===== src/hw/tmrb_pkg.sv =====
// Constants for the temperature monitor register bank
package tmrb_pkg;
  // Register offsets as seen by the pointer
  localparam logic [7:0] ADDR_LOCAL_TEMP = 8'h00;
  localparam logic [7:0] ADDR_REMOTE_HIGH = 8'h01;
  localparam logic [7:0] ADDR_CONFIG_RD = 8'h03;
  localparam logic [7:0] ADDR_RATE_RD = 8'h04;
  localparam logic [7:0] ADDR_CONFIG_WR = 8'h09;
  localparam logic [7:0] ADDR_RATE_WR = 8'h0A;
  localparam logic [7:0] ADDR_REMOTE_LOW = 8'h10;
  // General storage (limits and the like) occupies LIMIT_BASE .. LIMIT_BASE+LIMIT_COUNT-1
  localparam logic [7:0] ADDR_LIMIT_BASE = 8'h30;
  localparam int LIMIT_COUNT = 15;
  // Reset values
  localparam logic [7:0] POINTER_RESET = 8'h00;
  localparam logic [7:0] CONFIG_RESET = 8'h00;
  localparam logic [7:0] RATE_RESET = 8'h08;
  localparam logic [7:0] VALUE_RESET = 8'h00;
  // Configuration field positions
  localparam int CFG_ALARM_MASK_BIT = 7;
  localparam int CFG_STANDBY_BIT = 6;
  localparam int CFG_PIN6_FUNCTION_SELECT = 5;
  localparam int CFG_RANGE_BIT = 2;
  // Rate code limits
  localparam logic [3:0] RATE_CODE_MAX = 4'hA;
  // Temperature encoding
  localparam int TEMP_W = 10;
  localparam logic signed [TEMP_W-1:0] BINARY_MAX = 10'sd127;
  localparam logic signed [TEMP_W-1:0] OFFSET_BIAS = 10'sd64;
  localparam logic signed [TEMP_W-1:0] OFFSET_MAX = 10'sd255;
  // Fastest conversion interval: 15.625 ms at 64 per second
  localparam int CLK_MHZ = 100;
  localparam int FAST_INTERVAL_US = 15625;
  localparam int FAST_INTERVAL_CYCLES = FAST_INTERVAL_US * CLK_MHZ;
endpackage


===== src/hw/tmrb_register_bank.sv =====
// Register bank, result formatting and conversion pacing of a temperature monitor
`timescale 1ns/1ps
// Notes on behaviour
// - Default range stores results as plain binary, zero to 127 degrees.
// - Extended range stores results as temperature plus 64 (offset binary).
// - Plain binary saturates: below zero gives 0, above 127 gives 127.
// - Range may change anytime; the next stored result uses the new format.
// - Range changes never touch stored limit registers.
// - Twenty-one eight-bit registers, pointer included, hold results, limits and controls.
// - First byte of each bus write loads the pointer.
// - Second write byte goes to pointed register; reads return pointed register.
// - Pointer resets to zero, so an early read returns local temperature.
// - Value registers written only by converter, readable, reset to zero.
// - Configuration read at one address, written at another, resets zero.
// - Alarm mask bit disables alarm output; ignored when pin six is second output.
// - Standby bit stops conversions; clear keeps converter running.
// - In standby bus and alarm outputs stay live and follow register writes.
// - Pin six function bit selects alarm output or second overtemperature output.
// - Range bit selects default or extended range.
// - Rate register read and written at separate addresses, resets to eight.
// - Low rate bits divide oscillator by powers of two up to 1024.
// - Each rate interval starts conversion of both channels.
// - Remote low byte uses two top bits for quarter degrees; rest zero.
module tmrb_register_bank
#(
  parameter int FAST_CYCLES = tmrb_pkg::FAST_INTERVAL_CYCLES
)
(
  input wire logic core_clk,
  input wire logic rst_n,
  input wire logic busWrValid,
  input wire logic busWrFirst,
  input wire logic [7:0] busWrData,
  input wire logic busRdReq,
  output logic [7:0] busRdData,
  output logic busRdValid,
  output logic convStart,
  input wire logic convDone,
  input wire logic signed [tmrb_pkg::TEMP_W-1:0] convLocalTemp,
  input wire logic signed [tmrb_pkg::TEMP_W-1:0] convRemoteTemp,
  input wire logic [1:0] convRemoteFrac,
  input wire logic alertLatched,
  input wire logic remoteHighTrip,
  input wire logic localHighTrip,
  output logic pin6OutN,
  output logic standbyActive,
  output logic rangeExtended
);
  import tmrb_pkg::*;

  // One-cycle interval would merge start pulses; the slowest shift must fit 32 bits
  if (FAST_CYCLES < 2 || FAST_CYCLES > 32'h0020_0000)
  begin : g_bad_fast_cycles
    $error("FAST_CYCLES out of range");
  end

  logic rstSync1;
  logic rstSync2;
  logic [7:0] pointerReg;
  logic [7:0] configReg;
  logic [7:0] rateReg;
  logic [7:0] localValueReg;
  logic [7:0] remoteHighReg;
  logic [7:0] remoteLowReg;
  logic [7:0] limitMem [LIMIT_COUNT];
  logic [31:0] rateCountReg;
  logic [31:0] intervalCycles;
  logic [3:0] rateCode;
  logic limitHit;
  logic [7:0] limitIdx;
  logic [7:0] readMux;

  // Result encoder shared by both channels
  function automatic logic [7:0] fmtTemp(input logic signed [TEMP_W-1:0] t, input logic ext);
    logic signed [TEMP_W:0] biased;
    biased = {t[TEMP_W-1], t} + {OFFSET_BIAS[TEMP_W-1], OFFSET_BIAS}; // One spare bit so hot inputs cannot wrap
    if (!ext)
    begin
      if (t < 0)
        return 8'h00;
      else if (t > BINARY_MAX)
        return BINARY_MAX[7:0];
      else
        return t[7:0];
    end
    else
    begin
      if (biased < 0)
        return 8'h00;
      else if (biased > OFFSET_MAX)
        return OFFSET_MAX[7:0];
      else
        return biased[7:0];
    end
  endfunction

  // Reset release through two flops so removal is clean
  always_ff @(posedge core_clk or negedge rst_n)
  begin
    if (!rst_n)
    begin
      rstSync1 <= 1'b0;
      rstSync2 <= 1'b0;
    end
    else
    begin
      rstSync1 <= 1'b1;
      rstSync2 <= rstSync1;
    end
  end

  // Pointer takes the first byte of every write
  always_ff @(posedge core_clk or negedge rstSync2)
  begin
    if (!rstSync2)
      pointerReg <= POINTER_RESET;
    else if (busWrValid && busWrFirst)
      pointerReg <= busWrData;
  end

  // Storage lookup for the general limit block
  always_comb
  begin
    limitIdx = pointerReg - ADDR_LIMIT_BASE;
    limitHit = (pointerReg >= ADDR_LIMIT_BASE) && (limitIdx < 8'(LIMIT_COUNT));
  end

  // Configuration and rate write ports; read-only aliases fall through
  always_ff @(posedge core_clk or negedge rstSync2)
  begin
    if (!rstSync2)
    begin
      configReg <= CONFIG_RESET;
      rateReg <= RATE_RESET;
    end
    else if (busWrValid && !busWrFirst)
    begin
      if (pointerReg == ADDR_CONFIG_WR)
        configReg <= busWrData;
      else if (pointerReg == ADDR_RATE_WR)
        rateReg <= busWrData;
      // Writes at 0x00/0x01/0x03/0x04/0x10 land nowhere
    end
  end

  // Limits are plain storage; the range bit never reaches them
  always_ff @(posedge core_clk or negedge rstSync2)
  begin
    if (!rstSync2)
    begin
      for (int i = 0; i < LIMIT_COUNT; i++)
        limitMem[i] <= VALUE_RESET;
    end
    else if (busWrValid && !busWrFirst && limitHit)
      limitMem[limitIdx[3:0]] <= busWrData;
  end

  // Converter results, formatted with the range in force at capture
  always_ff @(posedge core_clk or negedge rstSync2)
  begin
    if (!rstSync2)
    begin
      localValueReg <= VALUE_RESET;
      remoteHighReg <= VALUE_RESET;
      remoteLowReg <= VALUE_RESET;
    end
    else if (convDone)
    begin
      localValueReg <= fmtTemp(convLocalTemp, configReg[CFG_RANGE_BIT]);
      remoteHighReg <= fmtTemp(convRemoteTemp, configReg[CFG_RANGE_BIT]);
      remoteLowReg <= {convRemoteFrac, 6'b00_0000};
    end
  end

  // Reserved rate codes run at the fastest rate rather than hang
  always_comb
  begin
    rateCode = (rateReg[3:0] > RATE_CODE_MAX) ? RATE_CODE_MAX : rateReg[3:0];
    intervalCycles = 32'(FAST_CYCLES) << (RATE_CODE_MAX - rateCode);
  end

  // Interval timer; standby parks it and suppresses starts
  always_ff @(posedge core_clk or negedge rstSync2)
  begin
    if (!rstSync2)
    begin
      rateCountReg <= 32'h0000_0000;
      convStart <= 1'b0;
    end
    else if (configReg[CFG_STANDBY_BIT])
    begin
      rateCountReg <= 32'h0000_0000;
      convStart <= 1'b0;
    end
    else if (rateCountReg >= intervalCycles - 32'h0000_0001)
    begin
      rateCountReg <= 32'h0000_0000;
      convStart <= 1'b1;
    end
    else
    begin
      rateCountReg <= rateCountReg + 32'h0000_0001;
      convStart <= 1'b0;
    end
  end

  // Read multiplexer on the stored pointer
  always_comb
  begin
    readMux = 8'h00;
    if (limitHit)
      readMux = limitMem[limitIdx[3:0]];
    else
    begin
      unique case (pointerReg)
        ADDR_LOCAL_TEMP: readMux = localValueReg;
        ADDR_REMOTE_HIGH: readMux = remoteHighReg;
        ADDR_REMOTE_LOW: readMux = remoteLowReg;
        ADDR_CONFIG_RD: readMux = configReg;
        ADDR_RATE_RD: readMux = rateReg;
        default: readMux = 8'h00;
      endcase
    end
  end

  // Read answer one cycle after the request
  always_ff @(posedge core_clk or negedge rstSync2)
  begin
    if (!rstSync2)
    begin
      busRdData <= 8'h00;
      busRdValid <= 1'b0;
    end
    else
    begin
      busRdValid <= busRdReq;
      if (busRdReq)
        busRdData <= readMux;
    end
  end

  // Pin six and mode outputs keep running in standby
  always_ff @(posedge core_clk or negedge rstSync2)
  begin
    if (!rstSync2)
    begin
      pin6OutN <= 1'b1;
      standbyActive <= 1'b0;
      rangeExtended <= 1'b0;
    end
    else
    begin
      standbyActive <= configReg[CFG_STANDBY_BIT];
      rangeExtended <= configReg[CFG_RANGE_BIT];
      if (configReg[CFG_PIN6_FUNCTION_SELECT])
        pin6OutN <= !(localHighTrip || remoteHighTrip);
      else
        pin6OutN <= !(alertLatched && !configReg[CFG_ALARM_MASK_BIT]);
    end
  end

  // Checks
  property p_ptr_load;
    @(posedge core_clk) disable iff (!rstSync2)
    busWrValid && busWrFirst |=> pointerReg == $past(busWrData);
  endproperty
  a_ptr_load: assert property (p_ptr_load) else $error("pointer not loaded");

  property p_cfg_write;
    @(posedge core_clk) disable iff (!rstSync2)
    busWrValid && !busWrFirst && pointerReg == ADDR_CONFIG_WR |=> configReg == $past(busWrData);
  endproperty
  a_cfg_write: assert property (p_cfg_write) else $error("config write lost");

  property p_alias_ignored;
    @(posedge core_clk) disable iff (!rstSync2)
    busWrValid && !busWrFirst && (pointerReg == ADDR_CONFIG_RD || pointerReg == ADDR_RATE_RD)
      |=> $stable(configReg) && $stable(rateReg);
  endproperty
  a_alias_ignored: assert property (p_alias_ignored) else $error("alias write changed a register");

  property p_read_ret;
    @(posedge core_clk) disable iff (!rstSync2)
    busRdReq |=> busRdValid && busRdData == $past(readMux);
  endproperty
  a_read_ret: assert property (p_read_ret) else $error("read data wrong");

  property p_binary_sat;
    @(posedge core_clk) disable iff (!rstSync2)
    convDone && !configReg[CFG_RANGE_BIT] |=> localValueReg <= 8'h7F;
  endproperty
  a_binary_sat: assert property (p_binary_sat) else $error("binary result above 127");

  property p_offset_fmt;
    @(posedge core_clk) disable iff (!rstSync2)
    convDone && configReg[CFG_RANGE_BIT] && convLocalTemp == 10'sd0 |=> localValueReg == 8'h40;
  endproperty
  a_offset_fmt: assert property (p_offset_fmt) else $error("offset code wrong");

  property p_low_byte;
    @(posedge core_clk) disable iff (!rstSync2)
    remoteLowReg[5:0] == 6'b00_0000;
  endproperty
  a_low_byte: assert property (p_low_byte) else $error("low byte spare bits set");

  property p_standby_quiet;
    @(posedge core_clk) disable iff (!rstSync2)
    configReg[CFG_STANDBY_BIT] |=> !convStart;
  endproperty
  a_standby_quiet: assert property (p_standby_quiet) else $error("conversion in standby");

  property p_start_spacing;
    @(posedge core_clk) disable iff (!rstSync2)
    convStart |=> !convStart;
  endproperty
  a_start_spacing: assert property (p_start_spacing) else $error("starts too close");

  property p_mask;
    @(posedge core_clk) disable iff (!rstSync2)
    !configReg[CFG_PIN6_FUNCTION_SELECT] && configReg[CFG_ALARM_MASK_BIT]
      && $stable(configReg) |=> pin6OutN;
  endproperty
  a_mask: assert property (p_mask) else $error("masked alarm asserted");

  c_start: cover property (@(posedge core_clk) disable iff (!rstSync2) convStart);
  c_ext_capture: cover property (@(posedge core_clk) disable iff (!rstSync2)
    convDone && configReg[CFG_RANGE_BIT]);
  c_second_out: cover property (@(posedge core_clk) disable iff (!rstSync2)
    configReg[CFG_PIN6_FUNCTION_SELECT] && !pin6OutN);
endmodule // tmrb_register_bank


===== config.mk =====
export PLATFORM = sky130hd
export DESIGN_NAME = tmrb_register_bank
export DESIGN_NICKNAME = d
export VERILOG_FILES = /design/src/hw/tmrb_pkg.sv /design/src/hw/tmrb_register_bank.sv
export SDC_FILE = /design/constraint.sdc
export NUM_CORES = 1
export LEC_CHECK = 0
export BUFFER_PORTS_ARGS = -buffer_cell sky130_fd_sc_hd__buf_2
export CAP_MARGIN = 10
export CELL_PAD_IN_SITES_DETAIL_PLACEMENT = 0
export CELL_PAD_IN_SITES_GLOBAL_PLACEMENT = 1
export CORE_AREA = 2 2 199 201
export DETAILED_ROUTE_END_ITERATION = 6
export DIE_AREA = 0 0 201 203
export PLACE_DENSITY_LB_ADDON = 0.25
export SETUP_SLACK_MARGIN = 0.5
export SYNTH_ARGS = -nofsm -noshare
export SYNTH_HDL_FRONTEND = slang
export SYNTH_SLANG_ARGS = --single-unit
export TNS_END_PERCENT = 50

===== constraint.sdc =====
create_clock -name core_clk -period 8.9 [get_ports core_clk]
set_input_delay 0.89 -clock core_clk [delete_from_list [all_inputs] [get_ports core_clk]]
set_output_delay 0.89 -clock core_clk [all_outputs]
set_load 0.01 [all_outputs]

Word-level counts from Yosys, hierarchy flattened
Index checks and enable logic that the tools add are counted.
W data, S select, Z words.
{"block": "word_totals", "reg_bits": 209, "latchBits": 0, "ram_bits": 0, "rom_bits": 0, "input_bits": 39, "out_inout_bits": 13, "wordCells": 97, "memories": 0}
{"block": "classes", "add_sub_neg": 6, "multipliers": 0, "div": 0, "n_lt_le_gt_ge": 14, "eq_ne": 6, "n_shift": 1, "mux": 24, "bitwise_logic": 2, "n_reduce_logical": 14}
{"cell": "$bwmux W120", "n": 1}
{"cell": "$mux W8", "n": 14}
{"cell": "$mux W32", "n": 2}
{"cell": "$pmux W8 S5", "n": 1}
{"cell": "$add A32 B1 Y32 const B", "n": 1}
{"cell": "$bmux W8 S4", "n": 1}
{"cell": "$demux W8 S4", "n": 1}
{"cell": "$ge A32 B32 Y1", "n": 1}
{"cell": "$shl A21 B4 Y32 const A", "n": 1}
{"cell": "$sub A32 B1 Y32 const B", "n": 1}
{"cell": "$add A10 B8 Y11 const B", "n": 2}
{"cell": "$gt A11 B9 Y1 const B", "n": 2}
{"cell": "$lt A11 B1 Y1 const B", "n": 2}
{"cell": "$gt A10 B8 Y1 const B", "n": 2}
{"cell": "$lt A10 B1 Y1 const B", "n": 2}
{"cell": "$eq A8 B4 Y1 const B", "n": 2}
{"cell": "$eq A8 B1 Y1 const B", "n": 1}
{"cell": "$eq A8 B2 Y1 const B", "n": 1}
{"cell": "$eq A8 B3 Y1 const B", "n": 1}
{"cell": "$eq A8 B5 Y1 const B", "n": 1}
{"cell": "$ge A8 B6 Y1 const B", "n": 1}
{"cell": "$logic_not A8 Y1", "n": 1}
{"cell": "$lt A8 B4 Y1 const B", "n": 1}
{"cell": "$sub A8 B6 Y8 const B", "n": 1}
{"cell": "other kinds (13)", "n": 23}

Logic depth before layout (Yosys ltp)
Gate-level depths: netlist of run 1.
{"block": "depth", "word_depth": 8, "ltp_mapped": 23, "mapped_depth_nobuf": 19}

Worst setup path after synthesis of run 1
Ideal clock, no wire load.
{"block": "synth_path", "path_type": "register to register", "startpoint": "register rateReg[3]", "endpoint": "register rateCountReg[10]", "t_arrival_ns": 4.781, "required_ns": 8.828, "slack_ns": 4.047, "path_stages_with_launch": 24, "path_cell_list": "dfstp_2 buf_4 o21ai_0 nand2_1 clkinv_1 ha_1 ha_1 buf_2 inv_1 clkbuf_1 nand2_1 ha_1 o221a_2 a2bb2oi_2 o211ai_2 xnor2_1 ha_1 a21o_1 a21o_1 a221o_1 a2bb2oi_1 o2111ai_1 buf_2 nor2_1"}
{"block": "synth_via", "elab_chain_cells": 8}
{"element": "from (decl)", "line_no": "tmrb_register_bank.sv:61", "source": "logic [7:0] rateReg;"}
{"element": "from (signal assigned)", "line_no": "tmrb_register_bank.sv:141", "source": "rateReg <= busWrData;"}
{"element": "$gt A4 B4 Y1", "line_no": "tmrb_register_bank.sv:178", "source": "rateCode = (rateReg[3:0] > RATE_CODE_MAX) ? RATE_CODE_MAX : rateReg[3:0];"}
{"element": "$mux W4 (*)", "line_no": "tmrb_register_bank.sv:178"}
{"element": "$sub A4 B4 Y4 (*)", "line_no": "tmrb_register_bank.sv:179", "source": "intervalCycles = 32'(FAST_CYCLES) << (RATE_CODE_MAX - rateCode);"}
{"element": "$shl A21 B4 Y32 (*)", "line_no": "tmrb_register_bank.sv:179"}
{"element": "$sub A32 B1 Y32 (*)", "line_no": "tmrb_register_bank.sv:195", "source": "else if (rateCountReg >= intervalCycles - 32'h0000_0001)"}
{"element": "$ge A32 B32 Y1 (*)", "line_no": "tmrb_register_bank.sv:195"}
{"element": "$mux W32 (*)", "line_no": "tmrb_register_bank.sv:195"}
{"element": "$mux W32 (*)", "line_no": "tmrb_register_bank.sv:190", "source": "else if (configReg[CFG_STANDBY_BIT])"}
{"element": "to (signal assigned)", "line_no": "tmrb_register_bank.sv:202", "source": "rateCountReg <= rateCountReg + 32'h0000_0001;"}
{"element": "to (decl)", "line_no": "tmrb_register_bank.sv:66", "source": "logic [31:0] rateCountReg;"}
Mark *: on every way between the ends. The rest lies on a longest branch, timed or not.
A chain may end at the register's enable or synchronous reset.

Worst setup path after layout of run 1
{"block": "layout_path", "startpoint": "register rateReg[2]", "endpoint": "register rateCountReg[25]"}
Same word-level chain as after synthesis.

==> flow_summary.toml, run 1 <==
[outcome]
outcome = "finished, final reports clean"

[synthesis]
yosysMostFrequentCell = "dfrtp_1"
synthFlopType = "dfrtp_1"
synth.distinct_cells = 74
synth_area_leader_cell = "dfrtp_1"
yosysTopAreaCellShare = 0.450
syn_inst = 1009
synth_warnings = 0
async_flop_share = 1.00
seq_area_frac_synth = 0.455
synth-edff-count = 0
synth_common_cells = "207 x dfrtp_1, 155 x mux2_2, 92 x nand2_1, 91 x nor2_1, 46 x a21oi_1"
synth_area_um2 = 11500
syn_avg_cell_area_um2 = 11.4
synth_seq_cells = 209
synth.area.top_cells = "dfrtp_1 45%, mux2_2 15%, mux4_2 6.3%"

[sta]
maxSlewHeadroom = 0.259
finalCritPeriodShare = 0.665
hold_viol = 0
drv_slew = 0
setup_tns_ns = 0
fmax_mhz = 169
worst_pin_slew_ns = 1.11
rsz0062_at_grt = "false"
setup_viol = 0
min_period_ns = 5.92
fin_skew_ns = 0.0117

[floorplan]
die_width_um = 201
rows = 72
fp.dieArea_um2 = 40800
core_um2 = 38500
die_h_um = 203
ios = 52
initial_core_util = 0.299

[power_and_ir_drop]
p_sw_uw = 755
pwr-share-comb = 0.170
seq_power_share = 0.413
switching_share = 0.284
intPower_uw = 1900
powerDensity_nw_per_um2 = 202
p_leak_uw = 0.00617
ir_drop_v = 0.000177
clkPwrFrac = 0.418

[drt]
routed_via_density = 4.97
first_pass_iters = 4
ant_nets = 0
wire_per_inst_um = 18.5
first_iter_violations = 370
drc_errors = 0
vias = 7831
routed_wl_mm = 29.1

[global_route]
overflow = 0
grtUsageTotal = 0.144
antenna_found_initial = 0
grt_max_degree = 158
first_global_vias = 8029
grt_pass1_wl_mm = 46.7

[critical_path]
path_class = "reg -> reg"
critical_path_required_ns = 9.36
reg2reg_depth = 20
cp-start-kind = "register"
crit_path_end_kind = "register"
crit_arrival_ns = 6.38
r2r_start = "rateReg[2]$_DFFE_PN0P_"
r2r_end = "rateCountReg[25]$_DFF_PN0_"
crit_fanout = 39
r2r_slack_ns = 2.98

[finish]
fin_area_um2 = 13100
num-nets-final = 1124
antenna_cells = 0
area_growth_pct = 14.2
drive_above_1_share = 0.297

[clock_network]
ctsHtreeMaxLevel = 1
post-cts-setup-buffer-count = 0
cts_buffer_depth = 3
clk_pin_slew_ns = 0.05
cts_hold_buf = 0
insertion_delay_ns = 0.55
cts_tree = "done"
cts_made_buffers = 27
root_buffer = "clkbuf_16"
cts.sinks = 209
cts_resized = 0

[place]
placed_cell_area_um2 = 12200
port_buffers = 51
hpwl_mm = 19.3
routabilityCongestion = 0.772

[job]
maxCapViolations = 0

[worst_hold_path]
hold_path_class = "in -> async"
-- placed cells by master (no fill, tap or decap), types with 3 or more instances in the layout --
cell type  synthesis  layout
xor2_1            22      22
a21o_1            12      12
bufinv_16          0       3
o21ai_0           30      30
nor2_1            91      91
nor2b_1           11      11
clkbuf_1          29       3
or2_2              3       3
clkbuf_16          0      27
inv_1             18      18
o21a_1             4       4
nand4_1           15      15
nand3_1           23      23
nand2b_1           7       7
buf_2             18      51
buf_4              2       4
and3_1             9       9
mux2i_1           12      12
and4_1             5       5
a211oi_1           4       4
a221oi_1           6       6
xnor2_1           20      20
dfrtp_1          207     204
a21oi_1           46      46
o31a_1             4       4
clkinv_2           0       6
nand2_1           92      92
ha_1              45      45
mux4_2            32      32
clkbuf_8           0       4
a31oi_1           11      11
and2_1             4       4
nor3_1             8       8
o31ai_1            5       5
mux2_2           155     155
o21ai_1            3       3
-- critical path, stage by stage (launching register included) --
cell	delay, ns
dfrtp_1	0.75
o21ai_0	0.25
nand2_1	0.23
clkinv_1	0.26
ha_1	0.34
ha_1	0.32
buf_4	0.35
nor2b_1	0.13
nand2_1	0.11
ha_1	0.33
o221a_2	0.29
a2bb2oi_2	0.24
o211ai_2	0.12
xnor2_1	0.15
ha_1	0.18
a21o_1	0.15
a21o_1	0.17
a221o_1	0.35
a2bb2oi_1	0.30
o2111ai_4	0.53
nor2_1	0.25
-- cells by family after synthesis --
kind of cell,Yosys count,synth area share
and+or+nand+nor,282,0.118
DFF,209,0.455
muxes,199,0.225
AOI/OAI and AO/OA,157,0.0928
buffers and inverters,74,0.0287
adders and majority gates,45,0.0489
xor gates and xnor gates,42,0.0320
other,1,0.000326
-- area by class of cell --
class	instances	area, um2
fill	3885	25300
clock buffer	34	742
sequential	209	5240
tap	518	648
timing repair buffer	56	305
multi-input combinational	727	5960
inverter	19	71.3
clock inverter	14	174
-- worst max-delay path by stage --
stage                      startpoint                    endpoint  depth (start not counted)
2_1_floorplan      rstSync2$_DFF_PN0_    busRdData[0]$_DFFE_PN0P_                          0
3_3_place_gp   rateReg[2]$_DFFE_PN0P_   rateCountReg[7]$_DFF_PN0_                         20
3_5_place_dp   rateReg[2]$_DFFE_PN0P_  rateCountReg[25]$_DFF_PN0_                         20
4_1_cts        rateReg[2]$_DFFE_PN0P_  rateCountReg[25]$_DFF_PN0_                         20
5_1_grt        rateReg[2]$_DFFE_PN0P_  rateCountReg[31]$_DFF_PN0_                         20
6_report       rateReg[2]$_DFFE_PN0P_  rateCountReg[25]$_DFF_PN0_                         20
-- routing by layer --
metal | share of wire | GRT usage | vias up | routed length (um)
met2 | 0.46 | 0.234 | 127 | 13300
met3 | 0.033 | 0.0196 | 33 | 968
met4 | 0.019 | 0.0333 | 0 | 557
met5 | 0 | 0 | - | 0
li1 | - | - | 3722 | -
met1 | 0.49 | 0.205 | 3949 | 14200
-- power groups by stage --
stage                     Clock, uW  Combinational [uW]  Sequential, uW
after floorplan                   0                 347            1090
after global placement            0                 455            1110
after detailed placement          0                 456            1110
after CTS                      1150                 458            1100
after global routing           1180                 505            1110
final                          1110                 450            1090
-- flip-flops by register name, summed over array words and instances (netlist names) --
name,cells
busRdData,8
busRdValid,1
configReg,8
convStart,1
limitMem,120
localValueReg,8
pin6OutN,1
pointerReg,8
rangeExtended,1
rateCountReg,32
rateReg,8
remoteHighReg,8
remoteLowReg,2
rstSync1,1
rstSync2,1
standbyActive,1
-- through the flow --
stage	hold WS (ns)	utilization	std cells	setup slack (ns)	total power (uW)
floorplan	0.331	-	1010	2.65	1440
global placement	0.338	0.318	1529	3.12	1570
detailed placement	0.335	0.318	1529	2.98	1570
CTS	0.0790	0.342	1577	2.94	2700
global route	0.0882	0.342	1577	2.49	2790
finish	0.112	0.342	1577	2.98	2650
Note: power is estimated with default switching activity, not from simulation.
==> inputs of run 2 (changes only) <==
Clock period 8.9 ns to 6.11 ns, I/O delays scaled along.
==> run 2 against run 1 <==
Compared with the run above: die area did not move; worst setup slack got worse by 2.1 ns; non-clock buffer count increased by 10; clock-buffer cell count decreased by 1; flip-flop and latch count unchanged; largest power group unchanged; highest routed layer unchanged; largest cell class unchanged; global-route usage grew 0.31 points; critical path type unchanged; sequential power up 47%.
==> flow_summary.toml, run 2 (synthesized netlist as in run 1, its figures left out) <==
[clock_network]
ctsHtreeMaxLevel = 1
post-cts-setup-buffer-count = 0
clk_pin_slew_ns = 0.06
insertion_delay_ns = 0.56
cts_made_buffers = 26
cts_buffer_depth = 3
cts_tree = "done"
cts.sinks = 209
root_buffer = "clkbuf_16"

[finish]
fin_area_um2 = 13200
top_register = "limitMem"
antenna_cells = 0
layout.cells.most_common = "dfrtp_1"
fillers = 3876
largest_reg_flops = 120
layout_common_cells = "204 x dfrtp_1, 155 x mux2_2, 92 x nand2_1"
drive_above_1_share = 0.306
top_regs = "limitMem x120, rateCountReg x32"
area_growth_pct = 15.0
num-nets-final = 1133

[floorplan]
die_h_um = 203
ios = 52
fp.dieArea_um2 = 40800
initial_core_util = 0.299
rows = 72
die_width_um = 201
core_um2 = 38500

[drt]
routed_via_density = 4.95
vias = 7859
ant_nets = 0
routed_wl_mm = 29.7
wire_per_inst_um = 18.7
first_pass_iters = 4
drc_errors = 0
first_iter_violations = 387

[sta]
worst_pin_slew_ns = 0.971
finalCritPeriodShare = 0.854
min_period_ns = 5.22
maxSlewHeadroom = 0.351
fin_skew_ns = 0.0377
drv_slew = 0
fmax_mhz = 192
hold_viol = 0
rsz0062_at_grt = "false"
setup_tns_ns = 0
setup_viol = 0

[critical_path]
cp-start-kind = "register"
critical_path_required_ns = 6.56
reg2reg_depth = 20
crit_arrival_ns = 5.67
crit_path_end_kind = "register"
slowest_delay_ns = 0.69
cpMaxStageDelayCell = "dfstp_2"
cpMostUsedCell = "ha_1"
crit_fanout = 32
path_class = "reg -> reg"
worstPathCellList = "o21ai_0, nand2_1, clkinvlp_4, ha_1, ha_4, nor2b_1, nand2_1, ha_1, o221a_2, a2bb2oi_2, o211ai_2, xnor2_1, ha_1, a21o_1, a21o_1, a221o_1, a2bb2oi_1, o2111ai_2, buf_4, nor2_1"

[global_route]
first_global_vias = 8024
antenna_found_initial = 0
grt_pass1_wl_mm = 47.8
grt_max_degree = 60
overflow = 0
grtUsageTotal = 0.148

[worst_hold_path]
hold_path_class = "in -> reg"
holdPathStages = 2

[power_and_ir_drop]
powerDensity_nw_per_um2 = 295
ir_drop_v = 0.000210
p_leak_uw = 0.00621

[place]
routabilityCongestion = 0.822
port_buffers = 51
hpwl_mm = 20.1
placed_cell_area_um2 = 12300

[job]
maxCapViolations = 0

[outcome]
outcome = "finished, final reports clean"
-- run 2: repair_timing --
item,CTS,global route
hold buffers,1,0
resized for setup,0,3
hold endpoints to repair,2,0
endpoints found under the setup margin,0,32
-- run 2: path summary, 6_finish.rpt --
check | from | endpoint | slack [ns]
setup / recovery | rateReg[3]$_DFFE_PN1P_ | rateCountReg[16]$_DFF_PN0_ | 0.89
hold / removal | convRemoteFrac[1] | remoteLowReg[7]$_DFFE_PN0P_ | 0.28
hold reg to reg | rstSync1$_DFF_PN0_ | rstSync2$_DFF_PN0_ | 0.35
setup reg to reg | rateReg[3]$_DFFE_PN1P_ | rateCountReg[16]$_DFF_PN0_ | 0.89
min in group asynchronous | rst_n | rstSync2$_DFF_PN0_ | 0.38
max in group asynchronous | rstSync2$_DFF_PN0_ | pointerReg[0]$_DFFE_PN0P_ | 4.41
-- run 2: final cells by class --
type	instances	area, um2	area share
Clock buffer	33	727	0.0550
Clock inverter	15	201	0.0152
Sequential cell	209	5240	0.396
Timing Repair Buffer	66	370	0.0280
Tap cell	518	648	0.0490
Multi-Input combinational cell	727	5960	0.451
Inverter	19	75.1	0.00568
-- run 2: report_power, final --
group	switching [uW]	internal (uW)	leakage, uW
clock network	629	1010	0.000450
logic	369	291	0.00296
registers	113	1490	0.00280
-- run 2: per-layer routing --
layer / GRT usage / wire [um]
met5: 0 / 0
met2: 0.235 / 13600
met1: 0.211 / 14600
met3: 0.0196 / 967
met4: 0.0399 / 578
-- run 2: metrics by stage --
stage                     power [uW]  hold WS, ns  instances  setup WS [ns]  utilization
after global routing            4120        0.278       1587          0.559        0.344
after global placement          2290        0.341       1538          0.856        0.319
after CTS                       3980        0.253       1587          0.624        0.343
after detailed placement        2290        0.341       1538          0.685        0.319
after floorplan                 2090        0.315       1010           1.26            -
final                           3910        0.280       1587          0.890        0.344
-- run 2: critical path, delay by kind of cell (launching register included) --
| kind | cells | cell delay (ns) |
|---|---|---|
| buf+inv | 2 | 0.52 |
| simple gates | 4 | 0.63 |
| flops | 1 | 0.69 |
| compound gates | 9 | 1.86 |
| fa+ha+maj | 4 | 1.22 |
| xor+xnor | 1 | 0.15 |
==> inputs of run 3 (changes only) <==
Settings changed: RECOVER_POWER set to 100.
==> run 3 against run 2 <==
Compared with the run above: the flow now finishes with violations (max-capacitance violations, max-slew violations); final area down 0.56%; clock skew up 0.00087 ns; die area unchanged; wire length about the same; flip-flop and latch count unchanged; cell count unchanged.
==> flow_summary.toml, run 3 (synthesized netlist as in run 1, its figures left out) <==
[clock_network]
cts_tree = "done"
post-cts-setup-buffer-count = 0
ctsHtreeMaxLevel = 1
cts.sinks = 209
cts_buffer_depth = 3
root_buffer = "clkbuf_16"
insertion_delay_ns = 0.56
cts_made_buffers = 26
clk_pin_slew_ns = 0.06

[worst_hold_path]
hold_path_class = "in -> reg"
holdPathStages = 2

[global_route]
first_global_vias = 8024
grt_max_degree = 60
antenna_found_initial = 0
grt_pass1_wl_mm = 47.8
grtUsageTotal = 0.148
overflow = 0

[finish]
final_core_util = 0.342
largest_reg_flops = 120
top_regs = "limitMem x120, rateCountReg x32"
area_growth_pct = 14.3
num-nets-final = 1133
fin_area_um2 = 13200
layout.cells.most_common = "dfrtp_1"
top_register = "limitMem"
layout_common_cells = "206 x dfrtp_1, 155 x mux2_2, 92 x nand2_1"
drive_above_1_share = 0.280
antenna_cells = 0

[critical_path]
crit_path_end_kind = "register"
reg2reg_depth = 20
cp-start-kind = "register"
worstPathCellList = "o21ai_0, nand2_1, clkinvlp_4, ha_1, ha_4, nor2b_1, nand2_1, ha_1, o221a_2, a2bb2oi_2, o211ai_1, xnor2_1, ha_1, a21o_1, a21o_1, a221o_1, a2bb2oi_1, o2111ai_2, buf_4, nor2_1"
critical_path_required_ns = 6.56
slowest_delay_ns = 0.83
crit_arrival_ns = 5.90
path_class = "reg -> reg"
cpMaxStageDelayCell = "dfstp_1"
cpMostUsedCell = "ha_1"
crit_fanout = 32

[drt]
first_pass_iters = 4
routed_via_density = 4.97
wire_per_inst_um = 18.7
dr_wl_met2_mm = 13.6
wl_met3_mm = 1.11
first_iter_violations = 379
routedLengthMet1_mm = 14.4
maxUsedRoutingLayer = "met4"
routed_wl_mm = 29.8
drc_errors = 0
ant_nets = 0
vias = 7881

[place]
port_buffers = 51
hpwl_mm = 20.1
place_worst_setup_slack_ns = 0.685
placed_cell_area_um2 = 12300
routabilityCongestion = 0.822

[job]
maxCapViolations = 6

[floorplan]
rows = 72
die_h_um = 203
initial_core_util = 0.299
ios = 52
core_um2 = 38500
fp.dieArea_um2 = 40800
die_width_um = 201

[sta]
fin_skew_ns = 0.0386
setup_tns_ns = 0
hold_viol = 0
finalCritPeriodShare = 0.891
worst_pin_slew_ns = 3.27
worst_slack_ns = 0.666
fmax_mhz = 184
min_period_ns = 5.44
drv_slew = 230
setup_viol = 0
maxSlewHeadroom = -1.18
rsz0062_at_grt = "false"

[outcome]
violations = "max-capacitance violations, max-slew violations"
outcome = "complete, but fails checks"

[power_and_ir_drop]
clkPwrFrac = 0.421
ir_drop_v = 0.000210
finalPower_uw = 3900
powerDensity_nw_per_um2 = 297
p_leak_uw = 0.00612
switching_share = 0.284
p_sw_uw = 1110
intPower_uw = 2790
seq_power_share = 0.411
pwr-share-comb = 0.168
==> run 3: changes by cell type in the layout (fill, tap and decap cells not counted), sizes merged <==
cell,change
clkbuf,+23
buf,-23
==> run 3: per-stage QoR <==
stage | hold slack [ns] | instances
after global placement | 0.341 | 1538
after detailed placement | 0.341 | 1538
after floorplan | 0.315 | 1010
after CTS | 0.253 | 1587
final | 0.279 | 1587
after global routing | 0.278 | 1587
==> run 3: layout make-up <==
cell class              count  area [um2]
clock buffers              33         727
clock inverters            15         201
fillers                  3892       25300
inverters                  19        75.1
multi-input cells         727        5930
flip-flops and latches    209        5230
well taps                 518         648
repair buffers             66         332
==> run 3: what timing repair did <==
action / in CTS / in global routing
endpoints found under the hold margin: 2 / 0
gates resized for setup: 0 / 3
hold buffers: 1 / 0
setup endpoints to repair: 0 / 32
==> run 3: final timing paths <==
check	startpoint	end	slack [ns]
worst max-delay path	rateReg[3]$_DFFE_PN1P_	rateCountReg[16]$_DFF_PN0_	0.67
worst min-delay path	convRemoteFrac[1]	remoteLowReg[7]$_DFFE_PN0P_	0.28
worst max register to register	rateReg[3]$_DFFE_PN1P_	rateCountReg[16]$_DFF_PN0_	0.67
worst min register to register	rstSync1$_DFF_PN0_	rstSync2$_DFF_PN0_	0.35
max in group asynchronous	rstSync2$_DFF_PN0_	rateCountReg[10]$_DFF_PN0_	2.33
min in group asynchronous	rst_n	rstSync1$_DFF_PN0_	0.38
==> run 3: critical path: cells and delay by family (launching register included) <==
kind / cells / cell delay [ns]
flops: 1 / 0.83
fa+ha+maj: 4 / 1.22
compound gates: 9 / 1.92
buf+inv: 2 / 0.52
simple gates: 4 / 0.65
xor+xnor: 1 / 0.16
==> run 3: power by group through the flow <==
stage	clock network [uW]	logic, uW	registers [uW]
after floorplan	0	505	1590
after global placement	0	662	1630
after detailed placement	0	665	1630
after CTS	1700	670	1600
after global routing	1760	733	1620
final	1640	655	1600
==> run 3: routing by layer <==
| metal | GRT usage | up-vias |
|---|---|---|
| li1 | - | 3741 |
| met1 | 0.211 | 3984 |
| met2 | 0.235 | 123 |
| met3 | 0.0196 | 33 |
| met4 | 0.0399 | 0 |
| met5 | 0 | - |
